## config.mk

```make
export PLATFORM = sky130hd
export DESIGN_NAME = sweep_framer
export DESIGN_NICKNAME = d
export VERILOG_FILES = /design/src/logic/sweep_pkg.sv /design/src/logic/group_packer.sv /design/src/logic/sweep_framer.sv
export SDC_FILE = /design/constraint.sdc
export NUM_CORES = 2
export LEC_CHECK = 0
export ABC_CLOCK_PERIOD_IN_PS = 5700
export BUFFER_PORTS_ARGS = -buffer_cell sky130_fd_sc_hd__buf_4
export CAP_MARGIN = 20
export CORE_ASPECT_RATIO = 0.9
export CORE_MARGIN = 4
export CORE_UTILIZATION = 50
export CTS_BUF_LIST = sky130_fd_sc_hd__clkbuf_16
export DETAILED_ROUTE_END_ITERATION = 10
export PLACE_DENSITY = 0.66
export SETUP_SLACK_MARGIN = 0.4
export SKIP_LAST_GASP = 1
export SYNTH_ARGS = -nofsm -noshare
export SYNTH_HDL_FRONTEND = slang
export SYNTH_SLANG_ARGS = --single-unit
```

## constraint.sdc

```tcl
create_clock -name clk -period 5.7 [get_ports clk]
set_clock_uncertainty 0.15 [all_clocks]
set_input_delay 1.14 -clock clk [delete_from_list [all_inputs] [get_ports clk]]
set_output_delay 1.14 -clock clk [all_outputs]
set_load 0.02 [all_outputs]
```

## src/logic/sweep_pkg.sv

```systemverilog
// Purpose: Shared constants and types for the fast-sweep packet framer.
// Assumes: One byte-wide link toward the host, one clock domain.
// Notes:   Field placement inside a group word is fixed in group_packer for both formats.
package sweep_pkg;

	// Packet geometry
	localparam int unsigned LEG_GROUPS   = 16;
	localparam int unsigned LEG_GBYTES   = 5;
	localparam int unsigned EXT_GROUPS   = 32;
	localparam int unsigned EXT_GBYTES   = 4;
	localparam int unsigned HDR_BYTES    = 4;
	localparam int unsigned GRP_BITS     = 40;
	localparam int unsigned IDX_W        = 5;
	localparam int unsigned SUB_W        = 3;
	localparam int unsigned HDR_W        = 3;

	// Marker nibbles
	localparam logic [3:0] MARK_FIRST    = 4'ha;
	localparam logic [3:0] MARK_SECOND   = 4'h5;

	// Header byte positions
	localparam logic [HDR_W-1:0] HB_MARK0 = 3'h0;
	localparam logic [HDR_W-1:0] HB_MARK1 = 3'h1;
	localparam logic [HDR_W-1:0] HB_HEAD0 = 3'h2;
	localparam logic [HDR_W-1:0] HB_HEAD1 = 3'h3;
	localparam logic [HDR_W-1:0] HB_DONE  = 3'h4;
	localparam logic [HDR_W-1:0] HB_TAIL  = 3'h5;  // Last byte out, packet closes

	// Last index values
	localparam logic [IDX_W-1:0] LEG_LAST_GRP = 5'h0f;
	localparam logic [IDX_W-1:0] EXT_LAST_GRP = 5'h1f;
	localparam logic [SUB_W-1:0] LEG_LAST_SUB = 3'h4;
	localparam logic [SUB_W-1:0] EXT_LAST_SUB = 3'h3;

	// Mode field value that selects the legacy format
	localparam logic [7:0] MODE_LEGACY   = 8'h00;

	// Framer states
	typedef enum logic [2:0]
	{
		ST_IDLE    = 3'b001,
		ST_COLLECT = 3'b010,
		ST_SEND    = 3'b100
	} fr_state_t;

	// One measurement group offered by the sampling side
	typedef struct packed
	{
		logic [14:0] heading;       // Raw angle, unsigned q6 degrees
		logic [15:0] range_first;   // Earlier sample, mm, zero is invalid
		logic [15:0] range_second;  // Later sample, mm, zero is invalid
		logic [3:0]  corr_first;    // Signed q3 correction, msb is sign
		logic [3:0]  corr_second;   // Signed q3 correction, msb is sign
		logic [11:0] base_code;     // Variable-scale base measurement
		logic [9:0]  estimate_one;  // First estimated measurement
		logic [9:0]  estimate_two;  // Second estimated measurement
	} sweep_grp_t;

	// Packed group word and its XOR
	typedef struct packed
	{
		logic [GRP_BITS-1:0] word;
		logic [7:0]          xsum;
	} packed_grp_t;

endpackage

```

## src/logic/group_packer.sv

```systemverilog
// Purpose: Packs one measurement group into its wire word and byte XOR.
// Assumes: Pure combinational; the caller registers the result.
// Notes:   Word is sent from bit 0 upward, one byte at a time.
`timescale 1ns/100ps
module group_packer
(
	input  wire logic                  ext_mode,
	input  wire sweep_pkg::sweep_grp_t grp,
	output      sweep_pkg::packed_grp_t res
);
	import sweep_pkg::*;

	// Build the word for the selected format and fold its bytes
	always_comb
	begin
		res = '0;
		if (ext_mode)
		begin
			// Extended group: base code, then two estimates
			res.word = {8'h00, grp.estimate_two, grp.estimate_one, grp.base_code};
		end
		else
		begin
			// Legacy group: two ranges then two corrections
			res.word = {grp.corr_second, grp.corr_first,
				grp.range_second, grp.range_first};
		end
		res.xsum = res.word[7:0] ^ res.word[15:8] ^ res.word[23:16]
			^ res.word[31:24] ^ res.word[39:32];
	end

endmodule

```

## src/logic/sweep_framer.sv

```systemverilog
// Purpose: Collects measurement groups and emits sweep packets byte by byte.
// Assumes: Byte link with valid/ready; requests arrive as one-cycle pulses.
// Notes:   A whole packet is gathered first, since the check field leads it.
`timescale 1ns/100ps
module sweep_framer
(
	input  wire logic                  clk,
	input  wire logic                  nrst,
	input  wire logic                  req_start,
	input  wire logic [7:0]            req_mode,
	input  wire logic                  req_other,
	input  wire logic                  fault,
	input  wire logic                  grp_valid,
	input  wire sweep_pkg::sweep_grp_t grp_in,
	output      logic                  grp_ready,
	output      logic                  tx_valid,
	output      logic [7:0]            tx_data,
	input  wire logic                  tx_ready,
	output      logic                  sweeping
);
	import sweep_pkg::*;

	fr_state_t              state_r, state_nxt;      // Framer state
	logic                   ext_r, ext_nxt;          // Extended format selected
	logic [GRP_BITS-1:0]    buf_r [EXT_GROUPS];      // Group words of one packet
	logic [GRP_BITS-1:0]    buf_nxt [EXT_GROUPS];
	logic [IDX_W-1:0]       wr_r, wr_nxt;            // Next group slot to fill
	logic [IDX_W-1:0]       rd_r, rd_nxt;            // Group being sent
	logic [SUB_W-1:0]       sub_r, sub_nxt;          // Byte within group
	logic [HDR_W-1:0]       hdr_r, hdr_nxt;          // Header byte position
	logic [7:0]             acc_r, acc_nxt;          // Running XOR of group bytes
	logic [7:0]             chk_r, chk_nxt;          // Check field of packet
	logic [14:0]            head_r, head_nxt;        // Reference heading of packet
	logic                   flag_r, flag_nxt;        // New-rotation flag of packet
	logic                   armed_r, armed_nxt;      // Waiting for first rotation
	logic                   havep_r, havep_nxt;      // A previous angle is held
	logic [14:0]            prev_r, prev_nxt;        // Previous raw angle
	logic                   gready_r, gready_nxt;    // Group input ready
	logic                   tval_r, tval_nxt;        // Byte output valid
	logic [7:0]             tdat_r, tdat_nxt;        // Byte output data
	logic                   sweep_r, sweep_nxt;      // Sweeping output
	packed_grp_t            pk;                      // Packed incoming group
	logic [IDX_W-1:0]       last_grp;                // Last group index of format
	logic [SUB_W-1:0]       last_sub;                // Last byte index in group
	logic [GRP_BITS-1:0]    cur_word;                // Word being sent
	logic                   take;                    // Group accepted
	logic                   load;                    // Output register may load
	logic                   stop;                    // Leave sweeping

	// Packs incoming group for the current format
	group_packer u_pack
	(
		.ext_mode (ext_r),
		.grp      (grp_in),
		.res      (pk)
	);

	assign last_grp  = ext_r ? EXT_LAST_GRP : LEG_LAST_GRP;
	assign last_sub  = ext_r ? EXT_LAST_SUB : LEG_LAST_SUB;
	assign cur_word  = buf_r[rd_r];
	assign take      = grp_valid && gready_r;
	assign load      = !tval_r || tx_ready;
	assign stop      = req_other || fault;

	// Next state for control, collection and transmission
	always_comb
	begin
		state_nxt  = state_r;
		ext_nxt    = ext_r;
		wr_nxt     = wr_r;
		rd_nxt     = rd_r;
		sub_nxt    = sub_r;
		hdr_nxt    = hdr_r;
		acc_nxt    = acc_r;
		chk_nxt    = chk_r;
		head_nxt   = head_r;
		flag_nxt   = flag_r;
		armed_nxt  = armed_r;
		havep_nxt  = havep_r;
		prev_nxt   = prev_r;
		tval_nxt   = tval_r;
		tdat_nxt   = tdat_r;
		buf_nxt    = buf_r;
		if (req_start)
		begin
			// Any start request restarts sweeping in the requested format
			state_nxt = ST_COLLECT;
			ext_nxt   = (req_mode != MODE_LEGACY);
			wr_nxt    = '0;
			acc_nxt   = '0;
			flag_nxt  = 1'b0;
			armed_nxt = 1'b1;
			havep_nxt = 1'b0;
			tval_nxt  = 1'b0;
		end
		else if (stop)
		begin
			// Abandon the packet in flight
			state_nxt = ST_IDLE;
			tval_nxt  = 1'b0;
		end
		else
		begin
			unique case (state_r)
				ST_IDLE:
				begin
					tval_nxt = 1'b0;
				end
				ST_COLLECT:
				begin
					if (take)
					begin
						// Store the group and fold its bytes in
						buf_nxt[wr_r] = pk.word;
						acc_nxt       = acc_r ^ pk.xsum;
						prev_nxt      = grp_in.heading;
						havep_nxt     = 1'b1;
						if (wr_r == '0)
						begin
							head_nxt = grp_in.heading;
						end
						if (armed_r && havep_r && (grp_in.heading < prev_r))
						begin
							// First group of the first rotation
							flag_nxt  = 1'b1;
							armed_nxt = 1'b0;
						end
						if (wr_r == last_grp)
						begin
							state_nxt = ST_SEND;
							hdr_nxt   = HB_MARK0;
							rd_nxt    = '0;
							sub_nxt   = '0;
						end
						wr_nxt = wr_r + 1'b1;
					end
				end
				ST_SEND:
				begin
					// Check field covers heading bytes, never marker bytes
					chk_nxt = acc_r ^ head_r[7:0] ^ {flag_r, head_r[14:8]};
					if (load)
					begin
						tval_nxt = 1'b1;
						unique case (hdr_r)
							HB_MARK0:
							begin
								tdat_nxt = {MARK_FIRST, chk_nxt[3:0]};
								hdr_nxt  = HB_MARK1;
							end
							HB_MARK1:
							begin
								tdat_nxt = {MARK_SECOND, chk_r[7:4]};
								hdr_nxt  = HB_HEAD0;
							end
							HB_HEAD0:
							begin
								tdat_nxt = head_r[7:0];
								hdr_nxt  = HB_HEAD1;
							end
							HB_HEAD1:
							begin
								tdat_nxt = {flag_r, head_r[14:8]};
								hdr_nxt  = HB_DONE;
							end
							HB_DONE:
							begin
								// Group bytes, low byte first
								tdat_nxt = cur_word[{sub_r, 3'b000} +: 8];
								if (sub_r == last_sub)
								begin
									sub_nxt = '0;
									rd_nxt  = rd_r + 1'b1;
									if (rd_r == last_grp)
									begin
										// Last byte loaded; the group index may wrap, so close by position
										hdr_nxt = HB_TAIL;
									end
								end
								else
								begin
									sub_nxt = sub_r + 1'b1;
								end
							end
							HB_TAIL:
							begin
								// Packet done: gather the next one at once
								tval_nxt  = 1'b0;
								state_nxt = ST_COLLECT;
								wr_nxt    = '0;
								acc_nxt   = '0;
								flag_nxt  = 1'b0;
							end
							default:
							begin
								hdr_nxt = HB_MARK0;
							end
						endcase
					end
				end
				default:
				begin
					state_nxt = ST_IDLE;
				end
			endcase
		end
		gready_nxt = (state_nxt == ST_COLLECT) && !((state_r == ST_COLLECT) && take
			&& (wr_r == last_grp)) && !req_start;
		sweep_nxt  = (state_nxt != ST_IDLE);
	end

	// Registers of the framer
	always_ff @(posedge clk)
	begin
		if (!nrst)
		begin
			state_r  <= ST_IDLE;
			ext_r    <= 1'b0;
			wr_r     <= '0;
			rd_r     <= '0;
			sub_r    <= '0;
			hdr_r    <= HB_MARK0;
			acc_r    <= '0;
			chk_r    <= '0;
			head_r   <= '0;
			flag_r   <= 1'b0;
			armed_r  <= 1'b0;
			havep_r  <= 1'b0;
			prev_r   <= '0;
			gready_r <= 1'b0;
			tval_r   <= 1'b0;
			tdat_r   <= '0;
			sweep_r  <= 1'b0;
		end
		else
		begin
			state_r  <= state_nxt;
			ext_r    <= ext_nxt;
			wr_r     <= wr_nxt;
			rd_r     <= rd_nxt;
			sub_r    <= sub_nxt;
			hdr_r    <= hdr_nxt;
			acc_r    <= acc_nxt;
			chk_r    <= chk_nxt;
			head_r   <= head_nxt;
			flag_r   <= flag_nxt;
			armed_r  <= armed_nxt;
			havep_r  <= havep_nxt;
			prev_r   <= prev_nxt;
			gready_r <= gready_nxt;
			tval_r   <= tval_nxt;
			tdat_r   <= tdat_nxt;
			sweep_r  <= sweep_nxt;
		end
	end

	// Packet storage, one word per group slot
	genvar gi;
	generate
		for (gi = 0; gi < EXT_GROUPS; gi++)
		begin : g_buf
			always_ff @(posedge clk)
			begin
				if (!nrst)
				begin
					buf_r[gi] <= '0;
				end
				else
				begin
					buf_r[gi] <= buf_nxt[gi];
				end
			end
		end
	endgenerate

	assign grp_ready = gready_r;
	assign tx_valid  = tval_r;
	assign tx_data   = tdat_r;
	assign sweeping  = sweep_r;

endmodule

```

==> flow_summary.yaml <==
sta:
  finalSetupTns_ps: 0
  setup_ws_ps: 994.3
  worstMarginPinSlew_ps: 1178
  slew_headroom_pct: 21.29
  grt_setup_unrepaired: "false"
  hold_viol_final: 0
  post-route-min-period_ps: 4706
  fmax_ghz: 0.2125
  slew_violations: 0
  setup_viol: 0
  finalCritPeriodShare_pct: 82.56
cells_and_area:
  antennaDiodeCount: 0
  regArea_mm2: 0.02716
  mostFrequentLayoutCell: "nand2_1"
  area_growth_syn_to_layout_pct: 10.30
  fillers: 10340
  layout_common_cells: "1672 x nand2_1, 1349 x dfxtp_1, 1024 x o211a_1"
  multi_input_area_mm2: 0.03155
  drive_gt1_share_pct: 15.00
  final_nets: 5873
  final_cell_area_mm2: 0.06760
critical_path:
  required_ps: 6200
  rr_endpoint: "tx_data[0]"
  start_kind: "flip-flop"
  crit_arrival_ps: 5210
  r2r_start: "rd_r[0]"
  critPathMaxFanout: 42
  ff2ff_setup_slack_ps: 990
  crit_path_end_kind: "flip-flop"
  reg2reg_depth: 9
  slowest_stage: "dfxtp_4"
  cpPeakStageDelay_ps: 930
  crit_top_cell: "buf_12"
  path_cells: "buf_12 -> buf_12 -> mux4_2 -> a22o_1 -> a221oi_1 -> o22ai_1 -> nor4_1 -> o21ai_1 -> a32o_1"
  critPathKind: "flip-flop to flip-flop"
clock_tree:
  clk_latency_ps: 750
  cts_hold_buf: 0
  cts_root_buffer: "clkbuf_16"
  cts_setup_buffers: 0
  clk_pin_slew_ps: 60
  h-tree-depth: 4
  post_cts_resized: 0
  numClockSinks: 1356
  cts_tree: "yes"
  cts_buffer_depth: 3
  cts_buffers: 144
hold_path:
  whs_path_depth: 2
  hold_path.class: "flip-flop to flip-flop"
  holdPathEnd: "buf_r[158]"
  min_from: "buf_r[158]"
power:
  p_int_uw: 15160
  power_leakage_uw: 0.03508
  power_density_mw_per_mm2: 290.9
  p_comb_share_pct: 4.0
  swShare_pct: 22.92
  p_switching_uw: 4507
  seqPwrFrac_pct: 48.3
  clkPwrFrac_pct: 47.7
  max-vdd-ir-drop_mv: 0.2965
place:
  place_area_mm2: 0.06289
  portBuffers: 112
  gp_congestion: 0.8316
  dp_hpwl_mm: 112.6
  pre_cts_ws_ps: 1016
job:
  drv_cap: 0
route:
  viasPerCell: 6.316
  wl_mm: 188.8
  drt_iter0_drc: 5152
  vias: 47150
  wl_per_cell_um: 25.30
  drtPass1Iterations: 8
  ant_nets: 0
  drc: 0
logic_synthesis:
  synth_area_leaders: "dfxtp_1 44%, o211a_1 17%, mux4_2 12%, nand2_1 10%, a21boi_0 3.2%"
  avgSynthCellArea_um2: 10.15
  synth_seq_cells: 1356
  synth_area_leader_cell: "dfxtp_1"
  netlist_area_mm2: 0.06129
  synth-edff-count: 0
  synth.distinct_cells: 66
  ys_seq_area_share_pct: 44.29
  synth_top_area_share_pct: 44.29
  yosys_warnings: 0
  syn_inst: 6038
  synth_async_sr_flop_share_pct: 0
  synthesis.nets: 6160
  synth_flop_cell: "dfxtp_1"
die:
  die_w_um: 377.0
  initial_core_util_pct: 50.54
  die_h_um: 340.1
  die-area_mm2: 0.1282
  core_area_mm2: 0.1213
  row_count: 121
  io_pins: 113
global_routing:
  grt_max_degree: 266
  grtUsageTotal_pct: 28.72
  grt_pass1_wl_mm: 283.5
  antenna_found_initial: 2
  first_global_vias: 44140
  grt-ovfl-total: 0
outcome:
  status: "finished clean"
## worst max-delay path: cells and delay by family (launching register included)
family	cells	cell delay, ps
AOI/OAI and AO/OA	5	1320
and+or+nand+nor	1	800
muxes	1	560
DFF	1	930
buffers and inverters	2	750
## sequential cells by signal, indices dropped and copies added (netlist names), 3 cells and up
signal	flops
acc_r	8
buf_r	1280
chk_r	4
hdr_r	3
head_r	15
prev_r	15
rd_r	5
state_r	3
sub_r	3
tx_data	8
wr_r	5
## kinds of logic after synthesis
| group | synth area share (%) |
|---|---|
| muxes | 14.14 |
| AOI/OAI and AO/OA | 22.85 |
| xor gates and xnor gates | 0.7717 |
| adders and majority gates | 0.4083 |
| DFF | 44.29 |
| buffers and inverters | 5.165 |
| and+or+nand+nor | 12.38 |
## cells in the mapped netlist (all sizes together) (3+ instances only)
master,count
a211oi,5
a21boi,287
a21o,8
a21oi,47
a221oi,27
a22o,15
a22oi,22
a31oi,16
a32o,3
and2,19
and3,37
and3b,3
buf,244
clkbuf,438
dfxtp,1356
ha,20
inv,27
mux2,5
mux2i,113
mux4,332
nand2,1672
nand2b,15
nand3,23
nand4,5
nor2,43
nor2b,22
nor3,16
nor3b,8
nor4,8
o211a,1024
o211ai,5
o21a,3
o21ai,62
o221ai,4
o22ai,10
or2,6
or3,12
xnor2,37
xor2,17
## how the worst max path moves through the flow
| stage | start | to | cells after the start |
|---|---|---|---|
| after floorplan | fault | tx_data[6] | 8 |
| after global placement | rd_r[0] | tx_data[1] | 9 |
| after detailed placement | rd_r[0] | tx_data[0] | 9 |
| after CTS | rd_r[0] | tx_data[0] | 9 |
| after global routing | rd_r[0] | tx_data[0] | 9 |
| final | rd_r[0] | tx_data[0] | 9 |
## power by group through the flow
| stage | combinational [uW] | sequential, uW | clock [uW] |
|---|---|---|---|
| after global placement | 773 | 9700 | 0 |
| after detailed placement | 772 | 9700 | 0 |
| after floorplan | 447 | 9690 | 0 |
| after CTS | 775 | 9490 | 9510 |
| after global routing | 828 | 9490 | 9860 |
| final | 796 | 9490 | 9380 |
## per-stage QoR
step	util, %	cells	total power, uW	hold WS, ps
floorplan	-	6038	10140	281.9
global placement	51.84	7201	10480	287.2
detailed placement	51.86	7202	10480	295.9
CTS	55.71	7463	19770	304.4
global route	55.74	7465	20180	318.8
finish	55.74	7465	19670	302.1
## final cells by class
class | count | share of cell area, %
Clock inverter | 110 | 1.318
Multi-Input combinational cell | 3973 | 46.67
Inverter | 27 | 0.1518
Sequential cell | 1356 | 40.19
Tap cell | 1599 | 2.960
Clock buffer | 151 | 5.590
Timing Repair Buffer | 249 | 3.121
## per-layer routing
metal	track usage, %	routed length, um	vias to the layer above
met2	44.81	84900	1912
met5	0	13	-
met1	40.22	81250	23730
li1	-	-	21160
met4	10.23	6789	2
met3	5.065	15880	345
Note: power is estimated with default switching activity, not from simulation.
